File: src/rtl/cc_timer_pkg.sv
package cc_timer_pkg;

    // ********************************************************
    // register indices (byte address is four times the index)
    // ********************************************************
    localparam logic [5:0] port_d_data_idx = 6'h03;
    localparam logic [5:0] timer_control_idx = 6'h12;
    localparam logic [5:0] timer_flags_idx = 6'h13;
    localparam logic [5:0] capture_high_idx = 6'h14;
    localparam logic [5:0] capture_low_idx = 6'h15;
    localparam logic [5:0] compare_high_idx = 6'h16;
    localparam logic [5:0] compare_low_idx = 6'h17;
    localparam logic [5:0] counter_high_idx = 6'h18;
    localparam logic [5:0] counter_low_idx = 6'h19;
    localparam logic [5:0] alt_counter_high_idx = 6'h1a;
    localparam logic [5:0] alt_counter_low_idx = 6'h1b;

    // ********************************************************
    // field positions
    // ********************************************************
    localparam int capture_irq_enable_bit = 7;
    localparam int compare_irq_enable_bit = 6;
    localparam int overflow_irq_enable_bit = 5;
    localparam int capture_edge_select_bit = 1;
    localparam int compare_output_level_bit = 0;
    localparam int capture_flag_bit = 7;
    localparam int compare_flag_bit = 6;
    localparam int overflow_flag_bit = 5;
    localparam int port_d_bit_seven_pos = 7;

    // ********************************************************
    // reset values and counts
    // ********************************************************
    localparam logic [15:0] counter_reset = 16'hfffc;
    localparam logic [15:0] counter_all_ones = 16'hffff;
    localparam logic [1:0] prescale_last = 2'h3;
    localparam logic compare_pin_reset = 1'b0;

    // ********************************************************
    // bus answers
    // ********************************************************
    localparam logic [1:0] resp_okay = 2'h0;
    localparam logic [1:0] resp_slverr = 2'h2;

endpackage

File: src/rtl/prescale_div4.sv
`timescale 1ns/1ps
`default_nettype none

module prescale_div4 (
    input wire logic core_clk,
    input wire logic srst,
    output logic tick
);

    logic [1:0] phase;

    always_ff @(posedge core_clk) begin
        if (srst) begin
            phase <= 2'h0;
        end else begin
            phase <= phase + 2'h1;
        end
    end

    assign tick = (phase == cc_timer_pkg::prescale_last);

endmodule

`default_nettype wire

File: src/rtl/pin_edge_sync.sv
`timescale 1ns/1ps
`default_nettype none

module pin_edge_sync (
    input wire logic core_clk,
    input wire logic srst,
    input wire logic pin_async,
    input wire logic rising_select,
    output logic pin_level,
    output logic edge_pulse
);

    logic stage1;
    logic stage2;
    logic prev;

    // stage1 feeds only stage2, so metastability never reaches the edge logic
    // no reset: the chain follows the pin through reset, so an idle-high pin
    // cannot fake a rising edge just after release
    always_ff @(posedge core_clk) begin
        stage1 <= pin_async;
        stage2 <= stage1;
        prev <= stage2;
    end

    assign pin_level = stage2;
    assign edge_pulse = ~srst & (rising_select ? (stage2 & ~prev) : (~stage2 & prev));

endmodule

`default_nettype wire

File: src/rtl/capture_compare_timer.sv
// Overview of operation
// - counter advances every fourth clock, wraps
// - counter reads never disturb the counting
// - selected capture edge copies counter
// - capture pin readable as port bit
// - edge select: 1 rising, 0 falling; kept
// - every fourth clock compare drives pin
// - output level bit sets pin; reset clears
// - capture interrupt enable, cleared by reset
// - compare interrupt enable, cleared by reset
// - overflow interrupt enable, cleared by reset
// - capture flag: status read, capture low read
// - compare flag: status read, compare low access
// - overflow flag: status read, counter low access
// - high byte read freezes low byte
// - counter writes are ignored
// - reset loads counter with fffc
// - capture high read blocks captures
// - compare high write blocks compares
// - alternate counter path leaves overflow alone
`timescale 1ns/1ps
`default_nettype none

module capture_compare_timer (
    input wire logic core_clk,
    input wire logic srst,
    input wire logic [7:0] s_axi_awaddr,
    input wire logic s_axi_awvalid,
    output logic s_axi_awready,
    input wire logic [31:0] s_axi_wdata,
    input wire logic [3:0] s_axi_wstrb,
    input wire logic s_axi_wvalid,
    output logic s_axi_wready,
    output logic [1:0] s_axi_bresp,
    output logic s_axi_bvalid,
    input wire logic s_axi_bready,
    input wire logic [7:0] s_axi_araddr,
    input wire logic s_axi_arvalid,
    output logic s_axi_arready,
    output logic [31:0] s_axi_rdata,
    output logic [1:0] s_axi_rresp,
    output logic s_axi_rvalid,
    input wire logic s_axi_rready,
    input wire logic capture_pin,
    output logic compare_pin,
    output logic timer_irq
);

    // ********************************************************
    // state
    // ********************************************************
    logic tick;
    logic capture_level;
    logic capture_edge;
    logic [15:0] counter;
    logic [15:0] capture;
    logic [15:0] compare;
    logic capture_irq_enable;
    logic compare_irq_enable;
    logic overflow_irq_enable;
    // no reset on these four: they keep their value across a reset
    logic capture_edge_select = 1'b0;
    logic capture_flag = 1'b0;
    logic compare_flag = 1'b0;
    logic overflow_flag = 1'b0;
    logic compare_output_level;
    logic capture_armed;
    logic compare_armed;
    logic overflow_armed;
    logic capture_inhibit;
    logic compare_inhibit;
    logic cnt_latched;
    logic [7:0] cnt_buf;
    logic alt_latched;
    logic [7:0] alt_buf;
    logic aw_got;
    logic w_got;
    logic [5:0] wr_idx;
    logic [7:0] wr_byte;
    logic wr_lane;

    // ********************************************************
    // prescaler and capture pin
    // ********************************************************
    prescale_div4 u_prescale (
        .core_clk(core_clk),
        .srst(srst),
        .tick(tick)
    );

    pin_edge_sync u_capture_sync (
        .core_clk(core_clk),
        .srst(srst),
        .pin_async(capture_pin),
        .rising_select(capture_edge_select),
        .pin_level(capture_level),
        .edge_pulse(capture_edge)
    );

    // ********************************************************
    // bus strobes
    // ********************************************************
    logic rd_take;
    logic [5:0] rd_idx;
    logic wr_do;
    logic rd_flags;
    logic rd_cap_high;
    logic rd_cap_low;
    logic rd_cnt_high;
    logic rd_cnt_low;
    logic rd_alt_high;
    logic rd_alt_low;
    logic wr_cmp_high;
    logic wr_cmp_low;
    logic wr_cnt_low;
    logic match;

    assign s_axi_arready = ~s_axi_rvalid;
    assign rd_take = s_axi_arvalid & s_axi_arready;
    assign rd_idx = s_axi_araddr[7:2];
    assign s_axi_awready = ~aw_got & ~s_axi_bvalid;
    assign s_axi_wready = ~w_got & ~s_axi_bvalid;
    assign wr_do = aw_got & w_got & ~s_axi_bvalid;

    assign rd_flags = rd_take & (rd_idx == cc_timer_pkg::timer_flags_idx);
    assign rd_cap_high = rd_take & (rd_idx == cc_timer_pkg::capture_high_idx);
    assign rd_cap_low = rd_take & (rd_idx == cc_timer_pkg::capture_low_idx);
    assign rd_cnt_high = rd_take & (rd_idx == cc_timer_pkg::counter_high_idx);
    assign rd_cnt_low = rd_take & (rd_idx == cc_timer_pkg::counter_low_idx);
    assign rd_alt_high = rd_take & (rd_idx == cc_timer_pkg::alt_counter_high_idx);
    assign rd_alt_low = rd_take & (rd_idx == cc_timer_pkg::alt_counter_low_idx);
    assign wr_cmp_high = wr_do & wr_lane & (wr_idx == cc_timer_pkg::compare_high_idx);
    assign wr_cmp_low = wr_do & wr_lane & (wr_idx == cc_timer_pkg::compare_low_idx);
    assign wr_cnt_low = wr_do & (wr_idx == cc_timer_pkg::counter_low_idx);
    assign match = tick & ~compare_inhibit & (counter == compare);

    // ********************************************************
    // counter, capture and compare
    // ********************************************************
    always_ff @(posedge core_clk) begin
        if (srst) begin
            counter <= cc_timer_pkg::counter_reset;
        end else if (tick) begin
            counter <= counter + 16'h0001;
        end
    end

    always_ff @(posedge core_clk) begin
        if (capture_edge && !capture_inhibit) begin
            capture <= counter;
        end
    end

    always_ff @(posedge core_clk) begin
        if (srst) begin
            compare_pin <= cc_timer_pkg::compare_pin_reset;
        end else if (match) begin
            compare_pin <= compare_output_level;
        end
    end

    always_ff @(posedge core_clk) begin
        if (srst) begin
            capture_inhibit <= 1'b0;
            compare_inhibit <= 1'b0;
        end else begin
            if (rd_cap_high) begin
                capture_inhibit <= 1'b1;
            end else if (rd_cap_low) begin
                capture_inhibit <= 1'b0;
            end
            if (wr_cmp_high) begin
                compare_inhibit <= 1'b1;
            end else if (wr_cmp_low) begin
                compare_inhibit <= 1'b0;
            end
        end
    end

    // compare register has no reset, like the capture register
    always_ff @(posedge core_clk) begin
        if (wr_cmp_high) begin
            compare[15:8] <= wr_byte;
        end
        if (wr_cmp_low) begin
            compare[7:0] <= wr_byte;
        end
    end

    // ********************************************************
    // coherent counter reads
    // ********************************************************
    always_ff @(posedge core_clk) begin
        if (srst) begin
            cnt_latched <= 1'b0;
            cnt_buf <= 8'h00;
            alt_latched <= 1'b0;
            alt_buf <= 8'h00;
        end else begin
            if (rd_cnt_high && !cnt_latched) begin
                cnt_latched <= 1'b1;
                cnt_buf <= counter[7:0];
            end else if (rd_cnt_low) begin
                cnt_latched <= 1'b0;
            end
            if (rd_alt_high && !alt_latched) begin
                alt_latched <= 1'b1;
                alt_buf <= counter[7:0];
            end else if (rd_alt_low) begin
                alt_latched <= 1'b0;
            end
        end
    end

    // ********************************************************
    // control register
    // ********************************************************
    always_ff @(posedge core_clk) begin
        if (srst) begin
            capture_irq_enable <= 1'b0;
            compare_irq_enable <= 1'b0;
            overflow_irq_enable <= 1'b0;
            compare_output_level <= 1'b0;
        end else if (wr_do && wr_lane && wr_idx == cc_timer_pkg::timer_control_idx) begin
            capture_irq_enable <= wr_byte[cc_timer_pkg::capture_irq_enable_bit];
            compare_irq_enable <= wr_byte[cc_timer_pkg::compare_irq_enable_bit];
            overflow_irq_enable <= wr_byte[cc_timer_pkg::overflow_irq_enable_bit];
            compare_output_level <= wr_byte[cc_timer_pkg::compare_output_level_bit];
        end
    end

    always_ff @(posedge core_clk) begin
        if (!srst && wr_do && wr_lane && wr_idx == cc_timer_pkg::timer_control_idx) begin
            capture_edge_select <= wr_byte[cc_timer_pkg::capture_edge_select_bit];
        end
    end

    // ********************************************************
    // status flags: a set in the clearing cycle wins
    // ********************************************************
    always_ff @(posedge core_clk) begin
        if (capture_edge && !capture_inhibit) begin
            capture_flag <= 1'b1;
        end else if (!srst && rd_cap_low && capture_armed) begin
            capture_flag <= 1'b0;
        end
        if (match) begin
            compare_flag <= 1'b1;
        end else if (!srst && (rd_take && rd_idx == cc_timer_pkg::compare_low_idx
                               || wr_do && wr_idx == cc_timer_pkg::compare_low_idx)
                     && compare_armed) begin
            compare_flag <= 1'b0;
        end
        if (tick && counter == cc_timer_pkg::counter_all_ones) begin
            overflow_flag <= 1'b1;
        end else if (!srst && (rd_cnt_low || wr_cnt_low) && overflow_armed) begin
            overflow_flag <= 1'b0;
        end
    end

    // arming remembers which flags the last status read saw set
    always_ff @(posedge core_clk) begin
        if (srst) begin
            capture_armed <= 1'b0;
            compare_armed <= 1'b0;
            overflow_armed <= 1'b0;
        end else begin
            if (rd_flags) begin
                capture_armed <= capture_flag;
            end else if (rd_cap_low) begin
                capture_armed <= 1'b0;
            end
            if (rd_flags) begin
                compare_armed <= compare_flag;
            end else if (rd_take && rd_idx == cc_timer_pkg::compare_low_idx
                         || wr_do && wr_idx == cc_timer_pkg::compare_low_idx) begin
                compare_armed <= 1'b0;
            end
            if (rd_flags) begin
                overflow_armed <= overflow_flag;
            end else if (rd_cnt_low || wr_cnt_low) begin
                overflow_armed <= 1'b0;
            end
        end
    end

    assign timer_irq = (capture_flag & capture_irq_enable)
                     | (compare_flag & compare_irq_enable)
                     | (overflow_flag & overflow_irq_enable);

    // ********************************************************
    // axi4-lite write channel
    // ********************************************************
    always_ff @(posedge core_clk) begin
        if (srst) begin
            aw_got <= 1'b0;
            w_got <= 1'b0;
            wr_idx <= 6'h00;
            wr_byte <= 8'h00;
            wr_lane <= 1'b0;
            s_axi_bvalid <= 1'b0;
            s_axi_bresp <= cc_timer_pkg::resp_okay;
        end else begin
            if (s_axi_awvalid && s_axi_awready) begin
                aw_got <= 1'b1;
                wr_idx <= s_axi_awaddr[7:2];
            end
            if (s_axi_wvalid && s_axi_wready) begin
                w_got <= 1'b1;
                wr_byte <= s_axi_wdata[7:0];
                wr_lane <= s_axi_wstrb[0];
            end
            if (wr_do) begin
                aw_got <= 1'b0;
                w_got <= 1'b0;
                s_axi_bvalid <= 1'b1;
                s_axi_bresp <= (wr_idx == cc_timer_pkg::timer_control_idx
                                || wr_idx == cc_timer_pkg::compare_high_idx
                                || wr_idx == cc_timer_pkg::compare_low_idx
                                || (wr_idx >= cc_timer_pkg::port_d_data_idx
                                    && wr_idx == cc_timer_pkg::port_d_data_idx)
                                || (wr_idx >= cc_timer_pkg::timer_flags_idx
                                    && wr_idx <= cc_timer_pkg::alt_counter_low_idx))
                               ? cc_timer_pkg::resp_okay : cc_timer_pkg::resp_slverr;
            end else if (s_axi_bready) begin
                s_axi_bvalid <= 1'b0;
            end
        end
    end

    // ********************************************************
    // axi4-lite read channel
    // ********************************************************
    logic [7:0] rd_byte;
    logic rd_hit;

    always_comb begin
        rd_byte = 8'h00;
        rd_hit = 1'b1;
        if (rd_idx == cc_timer_pkg::port_d_data_idx) begin
            rd_byte[cc_timer_pkg::port_d_bit_seven_pos] = capture_level;
        end else if (rd_idx == cc_timer_pkg::timer_control_idx) begin
            rd_byte[cc_timer_pkg::capture_irq_enable_bit] = capture_irq_enable;
            rd_byte[cc_timer_pkg::compare_irq_enable_bit] = compare_irq_enable;
            rd_byte[cc_timer_pkg::overflow_irq_enable_bit] = overflow_irq_enable;
            rd_byte[cc_timer_pkg::capture_edge_select_bit] = capture_edge_select;
            rd_byte[cc_timer_pkg::compare_output_level_bit] = compare_output_level;
        end else if (rd_idx == cc_timer_pkg::timer_flags_idx) begin
            rd_byte[cc_timer_pkg::capture_flag_bit] = capture_flag;
            rd_byte[cc_timer_pkg::compare_flag_bit] = compare_flag;
            rd_byte[cc_timer_pkg::overflow_flag_bit] = overflow_flag;
        end else if (rd_idx == cc_timer_pkg::capture_high_idx) begin
            rd_byte = capture[15:8];
        end else if (rd_idx == cc_timer_pkg::capture_low_idx) begin
            rd_byte = capture[7:0];
        end else if (rd_idx == cc_timer_pkg::compare_high_idx) begin
            rd_byte = compare[15:8];
        end else if (rd_idx == cc_timer_pkg::compare_low_idx) begin
            rd_byte = compare[7:0];
        end else if (rd_idx == cc_timer_pkg::counter_high_idx
                     || rd_idx == cc_timer_pkg::alt_counter_high_idx) begin
            rd_byte = counter[15:8];
        end else if (rd_idx == cc_timer_pkg::counter_low_idx) begin
            rd_byte = cnt_latched ? cnt_buf : counter[7:0];
        end else if (rd_idx == cc_timer_pkg::alt_counter_low_idx) begin
            rd_byte = alt_latched ? alt_buf : counter[7:0];
        end else begin
            rd_hit = 1'b0;
        end
    end

    always_ff @(posedge core_clk) begin
        if (srst) begin
            s_axi_rvalid <= 1'b0;
            s_axi_rdata <= 32'h00000000;
            s_axi_rresp <= cc_timer_pkg::resp_okay;
        end else if (rd_take) begin
            s_axi_rvalid <= 1'b1;
            s_axi_rdata <= {24'h000000, rd_byte};
            s_axi_rresp <= rd_hit ? cc_timer_pkg::resp_okay : cc_timer_pkg::resp_slverr;
        end else if (s_axi_rready) begin
            s_axi_rvalid <= 1'b0;
        end
    end
endmodule

`default_nettype wire

File: config.mk
export PLATFORM = sky130hd
export DESIGN_NAME = capture_compare_timer
export DESIGN_NICKNAME = d
export VERILOG_FILES = /design/src/rtl/cc_timer_pkg.sv /design/src/rtl/prescale_div4.sv /design/src/rtl/pin_edge_sync.sv /design/src/rtl/capture_compare_timer.sv
export SDC_FILE = /design/constraint.sdc
export NUM_CORES = 1
export LEC_CHECK = 0
export ABC_CLOCK_PERIOD_IN_PS = 2800
export BUFFER_PORTS_ARGS = -buffer_cell sky130_fd_sc_hd__buf_2
export CORE_ASPECT_RATIO = 1.25
export CORE_MARGIN = 10
export CORE_UTILIZATION = 57
export CTS_BUF_LIST = sky130_fd_sc_hd__clkbuf_4 sky130_fd_sc_hd__clkbuf_8
export CTS_CLUSTER_DIAMETER = 30
export CTS_CLUSTER_SIZE = 14
export DETAILED_ROUTE_END_ITERATION = 12
export PLACE_DENSITY_LB_ADDON = 0.2
export SLEW_MARGIN = 20
export SYNTH_ARGS = -nofsm -noshare
export SYNTH_HDL_FRONTEND = slang
export SYNTH_SLANG_ARGS = --single-unit
File: constraint.sdc
create_clock -name core_clk -period 2.8 [get_ports core_clk]
set_clock_uncertainty 0.05 [all_clocks]
set_input_delay 0.28 -clock core_clk [delete_from_list [all_inputs] [get_ports core_clk]]
set_output_delay 0.28 -clock core_clk [all_outputs]
set_load 0.02 [all_outputs]
==> run metrics <==
outcome completed; # DRC 0; initial antenna violation count 0; I/O Buffers 45; sw frac 0.241; Worst Hold Class in -> reg; register area 2610 um2; Max H-tree Level 4; Synth top area share 0.299; DP Cell Count 726; num ports slightly above 100; hold path depth 3; Core Area 9220 um2; internal power 2.74 mW; r2r endpoint counter[13]; first-pass GRT wire length between 20000 and 25000 um; vias per cell a little under 6; hpwl dp just under 10000 um; Setup TNS 0 ns; Reg power frac 0.486; Synth Flop Type dfxtp_1; peak supply drop ~0.4 mV; Fin Hold WS 0.0289 ns; Critical path origin u_prescale.phase[0]; Initial DRC Count 242; achievable frequency 482 MHz; post-CTS setup repair buffer count 0; minimum clock period between 2 and 2.5 ns; Leakage 2.34 nW; Chip Height 129 um; number of synthesized flops with an enable pin 33; Die ar. 13800 um2; worst path arrival time 2.33 ns; pin count of the biggest net entering global routing 31; area occupied by multi-input gates 2520 um2; Crit. End Element register; Starting Density 0.587; clock share of power 0.439; Logic pwr share 0.075; total net switching power approximately 870 uW; site row count 39; Area Growth Syn to Fin 12.4%; GP Congestion 0.938; Sink Count 114; Longest Clk Path Bufs 2; GRT Residual Overflow 0; Hold Fails Final Rpt 0; Clock Latency Late Sink 0.44 ns; Final Core Density 0.660; Worst Tran Pin Value 0.750 ns; fin crit share 0.741; Root Buffer clkbuf_8; RSZ-0062 raised after global routing false; Reg2Reg Setup Slack 0.72 ns; share of the yosys chip area belonging to registers 0.482; post-synthesis cell type count 66; Avg Inst Size Synth 9.37 um2; FF-to-FF Start u_prescale.phase[0]; #FFs+latches synth 114; Fill cells 764; Startpoint Class register; CTS tree yes; Tot GR Track Use 0.194; Die X 107 um; vias in the first global route 4009; Rel. slew slack 0.498; DRT antenna net count 0; MaxCap Viol Count 0; # diodes 0; Synth area leaders dfxtp_1, edfxtp_1, mux2i_1; Power Total 3.61 mW; CP Class reg -> reg; share of post-route cells with drive strength above 1 0.177; Synth Cell Area 5420 um2; Hold Path Sink wr_idx[5]; Post-Route WL 13600 um; worst reg2reg path depth 6; Synth area leader dfxtp_1; first drt pass iteration count 7; post-CTS sizing 0; Post-CTS Hold Fix Bufs 1; fin. max-slew vios 0; routed via count 4386; crit-path max FO 7; average routed wire per standard cell 17.9 um; PD cells 593 nW/um2; clock-pin transition on the worst setup and hold timing paths around 0.07 ns; number of CTS-inserted buffers 17; post-synthesis instance total 578; async set-reset flop share out of synthesis 0; nets 686; Worst EP required 3.06 ns; Yosys Warn Count 0; Final setup violation count 0; Cell Count, Final, Fillers Out 760; hold path start s_axi_awaddr[7]
==> synth_stat cells, drive strengths merged, types with 4 or more instances <==
library cell   n
a21o           4
a21oi         44
a22oi          8
a31oi          4
and2           4
and3           4
buf           43
clkbuf        17
dfxtp         81
edfxtp        33
inv           11
mux2           7
mux2i         26
nand2         62
nand2b        20
nand3         12
nand4          8
nor2          51
nor2b          7
nor3          22
nor4           7
o21ai         18
or3            4
or3b           6
xor2          22
==> routing by layer <==
metal  vias up  track usage  share of wire
met5         -            0              0
met4         0       0.0846          0.029
met3        36       0.0699          0.083
met2       204        0.319           0.49
met1      2055        0.222           0.40
li1       2091            -              -
==> power by group through the flow <==
| stage | sequential [mW] | combinational, mW | clock [mW] |
|---|---|---|---|
| after detailed placement | 1.79 | 0.265 | 0 |
| after global routing | 1.76 | 0.298 | 1.69 |
| final | 1.76 | 0.271 | 1.59 |
| after global placement | 1.79 | 0.260 | 0 |
| after floorplan | 1.79 | 0.208 | 0 |
| after CTS | 1.76 | 0.267 | 1.60 |
==> state kept, by name (all words and copies together) (netlist names), 2 cells and up <==
register          cells
u_prescale.phase      2
cnt_buf               8
wr_byte               8
capture              16
compare              16
s_axi_rdata           8
alt_buf               8
wr_idx                6
counter              16
==> critical path, cell delays in order, from the launching register on <==
cell	delay (ns)
dfxtp_1	0.34
ha_1	0.34
and4_1	0.25
and2_2	0.20
nand2_1	0.13
o21ai_0	0.18
or3b_2	0.46
==> area by class of cell <==
class	count	area share
sequential	114	0.429
multi-input combinational	418	0.413
timing repair buffer	62	0.0588
clock buffer	21	0.0444
tap	123	0.0253
clock inverter	11	0.0228
inverter	11	0.00678
==> stage by stage <==
| stage | cell area [um2] | setup slack (ns) |
|---|---|---|
| finish | 6090 | 0.725 |
| global route | 6090 | 0.554 |
| CTS | 6080 | 0.714 |
| detailed placement | 5660 | 0.727 |
| global placement | 5660 | 0.721 |
| floorplan | 5510 | 0.600 |
==> logic make-up (layout without fill, tap and decap cells) <==
logic type | count (synthesis) | in the layout | synth area share
flip-flops | 114 | 114 | 0.482
other | 1 | 26 | 0.000692
buffers and inverters | 71 | 105 | 0.0716
adder cells (fa/ha/maj) | 2 | 2 | 0.00462
XOR/XNOR | 25 | 25 | 0.0404
multiplexers | 33 | 33 | 0.0626
AND/OR/NAND/NOR | 220 | 220 | 0.206
AO/OA/AOI/OAI | 112 | 112 | 0.131
==> cell usage in the layout, fill, tap and decap left out, types with 3 or more instances in the layout <==
master       n
o21ai_0     16
xnor2_1      3
nand4_1      8
clkbuf_8    18
nand2b_1    19
and3_1       4
a211oi_1     3
a22oi_1      8
or3_1        4
and2_1       3
nand2_1     62
mux2_2       7
clkinv_2     3
nand3b_1     3
o21bai_1     3
edfxtp_1    33
xor2_1      22
conb_1      26
or3b_2       5
nor2_1      49
mux2i_1     26
o21a_1       3
a21oi_1     44
a31oi_1      4
nor3_1      21
bufinv_16    3
buf_4       15
nor2b_1      7
nor4_1       6
inv_1       11
nand3_1     12
clkbuf_4     3
clkinvlp_4   4
dfxtp_1     81
buf_2       45
a21o_1       4
==> how the worst max path moves through the flow <==
stage / to / slack, ns / depth (start not counted)
floorplan: capture[0] / 0.60 / 3
global placement: s_axi_rdata[6] / 0.72 / 6
detailed placement: counter[14] / 0.73 / 6
CTS: counter[14] / 0.71 / 6
global route: counter[12] / 0.55 / 6
finish: counter[13] / 0.72 / 6
Note: power is estimated with default switching activity, not from simulation.
